$ cat config.mk
export PLATFORM = sky130hd
export DESIGN_NAME = acdrc_top
export DESIGN_NICKNAME = d
export VERILOG_FILES = /design/src/acdrc_top.v /design/src/acdrc_divider.v
export VERILOG_INCLUDE_DIRS = /design/src
export SDC_FILE = /design/constraint.sdc
export NUM_CORES = 1
export LEC_CHECK = 0
export BUFFER_PORTS_ARGS = -buffer_cell sky130_fd_sc_hd__buf_2
export CORE_MARGIN = 2
export CORE_UTILIZATION = 35
export DETAILED_ROUTE_END_ITERATION = 16
export MAX_ROUTING_LAYER = met4
export PLACE_DENSITY = 0.53
export SLEW_MARGIN = 10
export SYNTH_ARGS = -nofsm -noshare
export SYNTH_HDL_FRONTEND = slang
export SYNTH_SLANG_ARGS = --single-unit
$ cat constraint.sdc
create_clock -name CORE_CLK -period 2.42 [get_ports CORE_CLK]
set_input_delay 0.363 -clock CORE_CLK [delete_from_list [all_inputs] [get_ports CORE_CLK]]
set_output_delay 0.363 -clock CORE_CLK [all_outputs]
set_load 0.01 [all_outputs]
$ cat src/acdrc_consts.vh
// constants for the record clock divider and dsp rate configuration block
`ifndef ACDRC_CONSTS_VH
`define ACDRC_CONSTS_VH

// ----------------------------------------------------------------------------
// register indices (byte address is four times the index)
// ----------------------------------------------------------------------------
`define ACDRC_IDX_W              6
`define ACDRC_IDX_UPSAMPLE       6'h11
`define ACDRC_IDX_CORE_DIV       6'h12
`define ACDRC_IDX_MOD_DIV        6'h13
`define ACDRC_IDX_OVERSAMPLE     6'h14
`define ACDRC_IDX_BUDGET_HI      6'h15
`define ACDRC_IDX_BUDGET_LO      6'h16
`define ACDRC_IDX_DOWNSAMPLE     6'h17
`define ACDRC_IDX_RESERVED       6'h18
`define ACDRC_IDX_STATUS         6'h1F

// ----------------------------------------------------------------------------
// reset values
// ----------------------------------------------------------------------------
`define ACDRC_RST_UPSAMPLE       8'h08
`define ACDRC_RST_CORE_DIV       8'h01
`define ACDRC_RST_MOD_DIV        8'h01
`define ACDRC_RST_OVERSAMPLE     8'h80
`define ACDRC_RST_BUDGET_HI      8'h01
`define ACDRC_RST_BUDGET_LO      8'h00
`define ACDRC_RST_DOWNSAMPLE     8'h04
`define ACDRC_RST_ZERO8          8'h00
`define ACDRC_RST_ZERO32         32'h0000_0000

// ----------------------------------------------------------------------------
// field layout and writable masks
// ----------------------------------------------------------------------------
`define ACDRC_PWR_BIT            7
`define ACDRC_RATIO_MSB          6
`define ACDRC_FACTOR_MSB         3
`define ACDRC_MASK_FACTOR        8'h0F
`define ACDRC_MASK_BUDGET_HI     8'h7F
`define ACDRC_MASK_FULL          8'hFF
`define ACDRC_ADDR_IDX_LSB       2
`define ACDRC_ADDR_IDX_MSB       7

// ----------------------------------------------------------------------------
// status register bit positions
// ----------------------------------------------------------------------------
`define ACDRC_ST_PENDING         0
`define ACDRC_ST_CORE_PWR        1
`define ACDRC_ST_MOD_PWR         2
`define ACDRC_ST_ADC_DSP         3
`define ACDRC_ST_DAC_DSP         4

// ----------------------------------------------------------------------------
// divider counter
// ----------------------------------------------------------------------------
`define ACDRC_CNT_ZERO           7'h00
`define ACDRC_CNT_ONE            7'h01

// ----------------------------------------------------------------------------
// decoded zero codes and output reset values
// ----------------------------------------------------------------------------
`define ACDRC_FACTOR_ZERO_VAL    5'h10
`define ACDRC_RATIO_ZERO_VAL     8'h80
`define ACDRC_OSR_ZERO_VAL       9'h100
`define ACDRC_BUDGET_ZERO_VAL    16'h8000
`define ACDRC_FACTOR_NEUTRAL     5'h01
`define ACDRC_RST_OSR_OUT        9'h080
`define ACDRC_RST_BUDGET_OUT     16'h0100
`define ACDRC_RST_DIV_OUT        8'h01

`endif

$ cat src/acdrc_top.v
// record clock dividers, oversampling and dsp rate registers on avalon-mm
// Function
// - playback upsample factor 4 bits, zero means 16, reset 8, used when dsp active
// - record core divider: power bit 7, ratio zero 128, off follows playback core
// - record modulator divider: power bit 7, ratio zero 128, off follows playback mod
// - record oversampling ratio 8 bits, zero means 256, reset 128
// - 15-bit instruction budget, upper 7 bits first register, zero 32768, reset 1/0
// - upper budget write staged, applied only if next write hits lower register
// - record decimation factor 4 bits, zero means 16, reset 4, used when dsp active
// - reserved bits read zero, are read-only, software writes zeros
`timescale 1ns/1ns
`include "acdrc_consts.vh"

module acdrc_top (
    input  wire        CORE_CLK,
    input  wire        ARST_N,
    input  wire [7:0]  AVS_ADDRESS,
    input  wire        AVS_READ,
    input  wire        AVS_WRITE,
    input  wire [31:0] AVS_WRITEDATA,
    input  wire [3:0]  AVS_BYTEENABLE,
    output reg  [31:0] AVS_READDATA,
    output wire        AVS_WAITREQUEST,
    input  wire        PLAYBACK_CORE_CLOCK,
    input  wire        PLAYBACK_MODULATOR_CLOCK,
    input  wire        DAC_DSP_ACTIVE,
    input  wire        ADC_DSP_ACTIVE,
    output wire        RECORD_CORE_CLOCK,
    output wire        RECORD_MODULATOR_CLOCK,
    output reg  [4:0]  DAC_DSP_UPSAMPLE_FACTOR,
    output reg  [4:0]  ADC_DSP_DOWNSAMPLE_FACTOR,
    output reg  [8:0]  ADC_OVERSAMPLING_RATIO,
    output reg  [15:0] ADC_DSP_INSTRUCTION_BUDGET,
    output reg  [7:0]  ADC_CORE_DIVIDER,
    output reg  [7:0]  ADC_MODULATOR_DIVIDER
);

    // ------------------------------------------------------------------------
    // decode helpers
    // ------------------------------------------------------------------------
    // four-bit rate code where zero stands for sixteen
    function [4:0] decode_factor;
        input [3:0] code;
        begin
            decode_factor = (code == 4'h0) ? `ACDRC_FACTOR_ZERO_VAL : {1'b0, code};
        end
    endfunction

    // seven-bit divider code where zero stands for 128
    function [7:0] decode_ratio;
        input [6:0] code;
        begin
            decode_ratio = (code == 7'h00) ? `ACDRC_RATIO_ZERO_VAL : {1'b0, code};
        end
    endfunction

    // true when the index addresses the staged upper budget register
    function is_budget_hi;
        input [5:0] index;
        begin
            is_budget_hi = (index == `ACDRC_IDX_BUDGET_HI);
        end
    endfunction

    // ------------------------------------------------------------------------
    // bus handshake
    // ------------------------------------------------------------------------
    reg         ack_q;
    reg         ack_d;
    wire        req;
    wire        wr_fire;
    wire        wr_lane0;
    wire        rd_load;
    wire [5:0]  idx;
    wire [7:0]  wdata;

    // every request waits one cycle, then completes with waitrequest low;
    // the master must keep address, direction and data steady meanwhile,
    // since the write is taken only in the cycle with waitrequest low
    assign req             = AVS_READ | AVS_WRITE;
    assign AVS_WAITREQUEST = req & ~ack_q;
    assign wr_fire         = AVS_WRITE & ack_q;
    assign wr_lane0        = wr_fire & AVS_BYTEENABLE[0];
    assign rd_load         = AVS_READ & ~ack_q;
    assign idx             = AVS_ADDRESS[`ACDRC_ADDR_IDX_MSB:`ACDRC_ADDR_IDX_LSB];
    assign wdata           = AVS_WRITEDATA[7:0];

    // acknowledge toggles so back-to-back requests each see one wait cycle;
    // a request still held after its answer starts a fresh access
    always @* begin
        ack_d = req & ~ack_q;
    end

    // ------------------------------------------------------------------------
    // configuration registers
    // ------------------------------------------------------------------------
    reg  [7:0]  upsample_q;
    reg  [7:0]  core_div_q;
    reg  [7:0]  mod_div_q;
    reg  [7:0]  oversample_q;
    reg  [7:0]  budget_hi_stage_q;
    reg  [7:0]  budget_hi_act_q;
    reg  [7:0]  budget_lo_q;
    reg  [7:0]  downsample_q;
    reg         pending_q;
    reg         pending_d;

    // staged upper budget survives only until the next write command;
    // any accepted write counts, even one with byte lane zero disabled,
    // so software cannot slip a command between the two budget halves;
    // reads leave the staging untouched
    always @* begin
        pending_d = pending_q;
        if (wr_fire) begin
            pending_d = is_budget_hi(idx);
        end
    end

    // register writes; reserved bits are masked off so they stay zero
    // byte lane zero carries every register, the upper lanes are ignored
    always @(posedge CORE_CLK or negedge ARST_N) begin
        if (!ARST_N) begin
            ack_q             <= 1'b0;
            upsample_q        <= `ACDRC_RST_UPSAMPLE;
            core_div_q        <= `ACDRC_RST_CORE_DIV;
            mod_div_q         <= `ACDRC_RST_MOD_DIV;
            oversample_q      <= `ACDRC_RST_OVERSAMPLE;
            budget_hi_stage_q <= `ACDRC_RST_BUDGET_HI;
            budget_hi_act_q   <= `ACDRC_RST_BUDGET_HI;
            budget_lo_q       <= `ACDRC_RST_BUDGET_LO;
            downsample_q      <= `ACDRC_RST_DOWNSAMPLE;
            pending_q         <= 1'b0;
        end else begin
            ack_q     <= ack_d;
            pending_q <= pending_d;
            if (wr_lane0) begin
                case (idx)
                    `ACDRC_IDX_UPSAMPLE: begin
                        upsample_q <= wdata & `ACDRC_MASK_FACTOR;
                    end
                    `ACDRC_IDX_CORE_DIV: begin
                        core_div_q <= wdata;
                    end
                    `ACDRC_IDX_MOD_DIV: begin
                        mod_div_q <= wdata;
                    end
                    `ACDRC_IDX_OVERSAMPLE: begin
                        oversample_q <= wdata;
                    end
                    `ACDRC_IDX_BUDGET_HI: begin
                        budget_hi_stage_q <= wdata & `ACDRC_MASK_BUDGET_HI;
                    end
                    `ACDRC_IDX_BUDGET_LO: begin
                        budget_lo_q <= wdata;
                    end
                    `ACDRC_IDX_DOWNSAMPLE: begin
                        downsample_q <= wdata & `ACDRC_MASK_FACTOR;
                    end
                    default: begin
                        upsample_q <= upsample_q;  // reserved and unmapped: ignored
                    end
                endcase
            end
            // commit or drop the staged upper budget on the following write;
            // a dropped stage reloads the committed copy so reads agree with it,
            // while a repeated upper write simply replaces the stage
            if (wr_fire && pending_q) begin
                if (idx == `ACDRC_IDX_BUDGET_LO) begin
                    budget_hi_act_q <= budget_hi_stage_q;
                end else if (!is_budget_hi(idx)) begin
                    budget_hi_stage_q <= budget_hi_act_q;
                end
            end
        end
    end

    // ------------------------------------------------------------------------
    // read path
    // ------------------------------------------------------------------------
    reg  [7:0]  rd_byte;
    wire [7:0]  status_byte;

    // live state visible to software
    // bit 0 shows a staged upper budget still waiting for its lower half
    assign status_byte = {3'b000,
                          DAC_DSP_ACTIVE,
                          ADC_DSP_ACTIVE,
                          mod_div_q[`ACDRC_PWR_BIT],
                          core_div_q[`ACDRC_PWR_BIT],
                          pending_q};

    // byte mux; reserved register and unmapped addresses read zero
    always @* begin
        case (idx)
            `ACDRC_IDX_UPSAMPLE:   rd_byte = upsample_q;
            `ACDRC_IDX_CORE_DIV:   rd_byte = core_div_q;
            `ACDRC_IDX_MOD_DIV:    rd_byte = mod_div_q;
            `ACDRC_IDX_OVERSAMPLE: rd_byte = oversample_q;
            `ACDRC_IDX_BUDGET_HI:  rd_byte = budget_hi_stage_q;
            `ACDRC_IDX_BUDGET_LO:  rd_byte = budget_lo_q;
            `ACDRC_IDX_DOWNSAMPLE: rd_byte = downsample_q;
            `ACDRC_IDX_RESERVED:   rd_byte = `ACDRC_RST_ZERO8;
            `ACDRC_IDX_STATUS:     rd_byte = status_byte;
            default:               rd_byte = `ACDRC_RST_ZERO8;
        endcase
    end

    // read data is loaded in the wait cycle and held until the next read;
    // loading early keeps the data path registered while the answer is
    // still one cycle after the request
    always @(posedge CORE_CLK or negedge ARST_N) begin
        if (!ARST_N) begin
            AVS_READDATA <= `ACDRC_RST_ZERO32;
        end else if (rd_load) begin
            AVS_READDATA <= {24'h00_0000, rd_byte};  // upper lanes read zero
        end
    end

    // ------------------------------------------------------------------------
    // record clock dividers
    // ------------------------------------------------------------------------
    wire [1:0]  src_tick;
    wire [15:0] div_cfg;
    wire [1:0]  rec_tick;

    assign src_tick = {PLAYBACK_MODULATOR_CLOCK, PLAYBACK_CORE_CLOCK};
    assign div_cfg  = {mod_div_q, core_div_q};

    // index 0 makes the record core clock, index 1 the modulator clock;
    // a powered-down divider passes its playback tick through, so the
    // record clock then equals the playback clock one cycle later
    genvar g;
    generate
        for (g = 0; g < 2; g = g + 1) begin : gen_div
            acdrc_divider u_div (
                .clk      (CORE_CLK),
                .arst_n   (ARST_N),
                .power_up (div_cfg[g*8+`ACDRC_PWR_BIT]),
                .ratio    (div_cfg[g*8+`ACDRC_RATIO_MSB -: 7]),
                .src_tick (src_tick[g]),
                .div_tick (rec_tick[g])
            );
        end
    endgenerate

    assign RECORD_CORE_CLOCK      = rec_tick[0];
    assign RECORD_MODULATOR_CLOCK = rec_tick[1];

    // ------------------------------------------------------------------------
    // effective rate outputs
    // ------------------------------------------------------------------------
    reg  [4:0]  upsample_eff_d;
    reg  [4:0]  downsample_eff_d;
    reg  [8:0]  oversample_eff_d;
    reg  [15:0] budget_eff_d;
    wire [14:0] budget_raw;

    // committed budget word, upper seven bits from the active copy only
    assign budget_raw = {budget_hi_act_q[`ACDRC_RATIO_MSB:0], budget_lo_q};

    // dsp factors pass through only while the matching processor is active;
    // a neutral factor of one keeps idle rate logic off stale codes
    always @* begin
        upsample_eff_d   = `ACDRC_FACTOR_NEUTRAL;
        downsample_eff_d = `ACDRC_FACTOR_NEUTRAL;
        if (DAC_DSP_ACTIVE) begin
            upsample_eff_d = decode_factor(upsample_q[`ACDRC_FACTOR_MSB:0]);
        end
        if (ADC_DSP_ACTIVE) begin
            downsample_eff_d = decode_factor(downsample_q[`ACDRC_FACTOR_MSB:0]);
        end
        // zero code stands for 256
        if (oversample_q == `ACDRC_RST_ZERO8) begin
            oversample_eff_d = `ACDRC_OSR_ZERO_VAL;
        end else begin
            oversample_eff_d = {1'b0, oversample_q};
        end
        // zero budget stands for 32768
        if (budget_raw == 15'h0000) begin
            budget_eff_d = `ACDRC_BUDGET_ZERO_VAL;
        end else begin
            budget_eff_d = {1'b0, budget_raw};
        end
    end

    // outputs lag the register contents by one cycle
    always @(posedge CORE_CLK or negedge ARST_N) begin
        if (!ARST_N) begin
            DAC_DSP_UPSAMPLE_FACTOR    <= `ACDRC_FACTOR_NEUTRAL;
            ADC_DSP_DOWNSAMPLE_FACTOR  <= `ACDRC_FACTOR_NEUTRAL;
            ADC_OVERSAMPLING_RATIO     <= `ACDRC_RST_OSR_OUT;
            ADC_DSP_INSTRUCTION_BUDGET <= `ACDRC_RST_BUDGET_OUT;
            ADC_CORE_DIVIDER           <= `ACDRC_RST_DIV_OUT;
            ADC_MODULATOR_DIVIDER      <= `ACDRC_RST_DIV_OUT;
        end else begin
            DAC_DSP_UPSAMPLE_FACTOR    <= upsample_eff_d;
            ADC_DSP_DOWNSAMPLE_FACTOR  <= downsample_eff_d;
            ADC_OVERSAMPLING_RATIO     <= oversample_eff_d;
            ADC_DSP_INSTRUCTION_BUDGET <= budget_eff_d;
            ADC_CORE_DIVIDER           <= decode_ratio(core_div_q[`ACDRC_RATIO_MSB:0]);
            ADC_MODULATOR_DIVIDER      <= decode_ratio(mod_div_q[`ACDRC_RATIO_MSB:0]);
        end
    end

endmodule // acdrc_top

$ cat src/acdrc_divider.v
// record clock divider with power control and fallback to the playback clock
`timescale 1ns/1ns
`include "acdrc_consts.vh"

module acdrc_divider (
    input  wire       clk,
    input  wire       arst_n,
    input  wire       power_up,
    input  wire [6:0] ratio,
    input  wire       src_tick,
    output reg        div_tick
);

    reg  [6:0] cnt_q;
    reg  [6:0] cnt_d;
    wire [6:0] terminal;
    wire       wrap;

    // ratio code zero wraps to 127, giving a divide by 128
    assign terminal = ratio - `ACDRC_CNT_ONE;
    assign wrap     = (cnt_q == terminal);

    // ------------------------------------------------------------------------
    // tick counter
    // ------------------------------------------------------------------------
    // counter is held at zero while powered down so a power-up starts clean
    always @* begin
        cnt_d = cnt_q;
        if (!power_up) begin
            cnt_d = `ACDRC_CNT_ZERO;
        end else if (src_tick) begin
            cnt_d = wrap ? `ACDRC_CNT_ZERO : cnt_q + `ACDRC_CNT_ONE;
        end
    end

    // output tick follows the source when powered down, else every n ticks
    always @(posedge clk or negedge arst_n) begin
        if (!arst_n) begin
            cnt_q    <= `ACDRC_CNT_ZERO;
            div_tick <= 1'b0;
        end else begin
            cnt_q    <= cnt_d;
            div_tick <= power_up ? (src_tick & wrap) : src_tick;
        end
    end

endmodule // acdrc_divider

==> flow_summary_export.csv <==
group,metric,value,unit
worst_setup_path,crit_fanout,6,
routing,wl_met2,6600,um
yosys,synth_flop_cell,"dfrtp_1",
yosys,synth_cell_types,63,
global_route,grt_max_degree,64,
yosys,async_reset_ff_frac,1.00,
place,dp.cells,782,
cells_and_area,design_area,7330,sq um
routing,avgRoutedWirePerCell,17.4,um
yosys,syn_inst,512,
yosys,ys_seq_elements,133,
cells_and_area,synthToLayoutAreaGrowth,19.1,%
routing,top_layer_used,"met4",
sta,hold_viol_final,0,
worst_setup_path,r2r-start,"core_div_q[0]",
worst_setup_path,crit_end,"gen_div[0].u_div.cnt_q[3]",
worst_setup_path,reg2reg_to,"gen_div[0].u_div.cnt_q[3]",
global_route,antenna_found_initial,0,
run,maxCapViolCount,0,
worst_setup_path,cp.depth,8,
worst_setup_path,max_stage_delay,550,ps
yosys,synth_top_cell_area_share,0.488,
power_and_ir_drop,cellLeakagePower,3.60,nW
yosys,ys_top_cells_by_area,"dfrtp_1, mux2_2, dfstp_2, buf_4, xor2_1",
cells_and_area,final_cells,818,
global_route,grt_pass1_wl,23200,um
worst_setup_path,cp_num_buf_inv,2,
sta,setup_viol,0,
sta,drv_slew,0,
place,place_ws,159,ps
worst_setup_path,critPathLaunchType,"register",
sta,fmax,0.451,GHz
sta,finClkSkew,5.67,ps
worst_setup_path,crit_path_top_delay_cell,"dfstp_2",
yosys,synth.most_common_cell,"dfrtp_1",
clock_network,cts_sinks,133,
global_route,grt_usage,0.171,
sta,slew_headroom,0.354,
place,placed_area,6650,sq um
yosys,ys_top_cells_by_count,"dfrtp_1, mux2_2, clkbuf_1, nand2_1, buf_4",
yosys,yosys.area.top_type,"dfrtp_1",
clock_network,clkTransAtPathRegs,60,ps
floorplan,num_io_pins,138,
worst_setup_path,cp-startpoint,"core_div_q[0]",
sta,rsz0062_at_grt,"no",
yosys,syn_area,6160,sq um
global_route,first_global_vias,4166,
sta,period_needed,2220,ps
clock_network,cts_tree,"yes",
place,io_buffers,84,
cells_and_area,fin_nets,636,
place,dp_hpwl,10300,um
worst_hold_path,hold_class,"in2reg",
routing,wl_met1,6700,um
floorplan,fp.coreArea,17200,sq um
cells_and_area,drive_gt1_frac,0.350,
global_route,overflow,0,
sta,whs,191,ps
floorplan,start_util,0.357,
floorplan,die_height,137,um
yosys,yosys_warnings,0,
clock_network,clk_latency,420,ps
power_and_ir_drop,vdd_drop_max,440,uV
clock_network,cts-root-buf,"clkbuf_16",
routing,final_antenna_net_count,0,
sta,setup_ws,203,ps
cells_and_area,fin_util,0.425,
worst_setup_path,reg2reg_slack,200,ps
sta,worst_pin_slew,965,ps
routing,wl_met3,680,um
floorplan,die_x,137,um
floorplan,row_count,48,
yosys,synth_area_per_cell,12.0,sq um
clock_network,clock_path_buffers,2,
sta,tns,0,ps
routing,drt_pass1_iterations,4,
yosys,synth_edf_count,0,
sta,finalCritPeriodShare,0.916,
worst_setup_path,setup.worst_path.class,"reg2reg",
worst_setup_path,path_cells,"inv_1 -> ha_1 -> o21ba_2 -> a221oi_2 -> a41oi_2 -> nor4_4 -> buf_4 -> a211oi_1",
routing,route.vias.total,3941,
routing,routed_via_density,4.82,
status,status,"completed",
clock_network,cts_buffers,17,
place,gp_congestion,0.848,
floorplan,die_area,18700,sq um
worst_setup_path,ff2ff_path_depth,8,
routing,routed_wl,14200,um
worst_setup_path,endpoint_kind,"register",
power_and_ir_drop,finalPower,6.14,mW
routing,drt_iter0_markers,320,
power_and_ir_drop,p_per_area,837,nW/um^2
yosys,yosysSeqAreaShare,0.543,
routing,drc,0,
worst_setup_path,cp.required,2710,ps
worst_setup_path,cpLargestDelayFamily,"compound AO/OA/AOI/OAI gates",
clock_network,htreeDepth,4,
worst_setup_path,arrival,2500,ps
## kinds of logic after synthesis
logic type | share of synthesized area
DFF | 0.543
and+or+nand+nor | 0.125
buffers and inverters | 0.0717
AOI/OAI and AO/OA | 0.0894
muxes | 0.119
xor gates and xnor gates | 0.0394
adders and majority gates | 0.0122
other | 0.000609
## timing repair
action / in CTS / in global routing
resized for setup: 0 / 1
setup endpoints to repair: 0 / 5
setup buffers: 0 / 1
hold endpoints to repair: 22 / 0
hold buffers: 1 / 0
## flip-flops by register name, summed over array words and instances, names as in the netlist, 5 cells and up
name,flops
mod_div_q,8
gen_div.u_div.cnt_q,14
ADC_CORE_DIVIDER,8
budget_hi_act_q,8
oversample_q,8
DAC_DSP_UPSAMPLE_FACTOR,5
ADC_MODULATOR_DIVIDER,8
ADC_OVERSAMPLING_RATIO,9
core_div_q,8
AVS_READDATA,8
budget_hi_stage_q,8
ADC_DSP_DOWNSAMPLE_FACTOR,5
ADC_DSP_INSTRUCTION_BUDGET,16
budget_lo_q,8
## power breakdown
part,internal (mW),switching (mW)
Clock,1.84,0.952
Combinational,0.339,0.432
Sequential,2.39,0.181
Total,4.57,1.57
## final cells by class
| class | instances | area (sq um) |
|---|---|---|
| multi-input cells | 318 | 2460 |
| fillers | 1589 | 9900 |
| clock inverters | 10 | 169 |
| inverters | 12 | 45.0 |
| clock buffers | 22 | 484 |
| well taps | 225 | 282 |
| diodes | 2 | 5.00 |
| flip-flops and latches | 133 | 3340 |
| repair buffers | 96 | 541 |
## worst min-delay path by stage
stage | from | endpoint | slack (ps) | depth (start not counted)
after floorplan | ARST_N | ADC_CORE_DIVIDER[1] | 70 | 0
after global placement | ARST_N | ADC_DSP_INSTRUCTION_BUDGET[12] | 300 | 1
after detailed placement | ARST_N | ADC_DSP_INSTRUCTION_BUDGET[11] | 310 | 1
after CTS | DAC_DSP_ACTIVE | DAC_DSP_UPSAMPLE_FACTOR[0] | 170 | 2
after global routing | ADC_DSP_ACTIVE | ADC_DSP_DOWNSAMPLE_FACTOR[0] | 200 | 2
final | DAC_DSP_ACTIVE | DAC_DSP_UPSAMPLE_FACTOR[0] | 190 | 2
## layout by cell type, fill, tap and decap left out, types with 10 or more instances in the layout
cell / synthesis / layout
dfrtp_1: 120 / 120
buf_2: 5 / 83
mux2_2: 42 / 42
nand2_1: 30 / 30
conb_1: 1 / 24
nor2_1: 18 / 18
clkbuf_16: 0 / 17
a21oi_1: 16 / 16
xor2_1: 16 / 16
dfstp_2: 13 / 13
mux2i_1: 13 / 13
nand2b_1: 12 / 12
inv_1: 11 / 11
a22oi_1: 11 / 11
nor3_1: 10 / 10
buf_4: 28 / 10
## per-layer routing
metal / up-vias / global-route usage
li1: 1872 / -
met1: 1952 / 0.230
met2: 97 / 0.252
met3: 20 / 0.0478
met4: 0 / 0.0532
met5: - / -
Note: power is estimated with default switching activity, not from simulation.
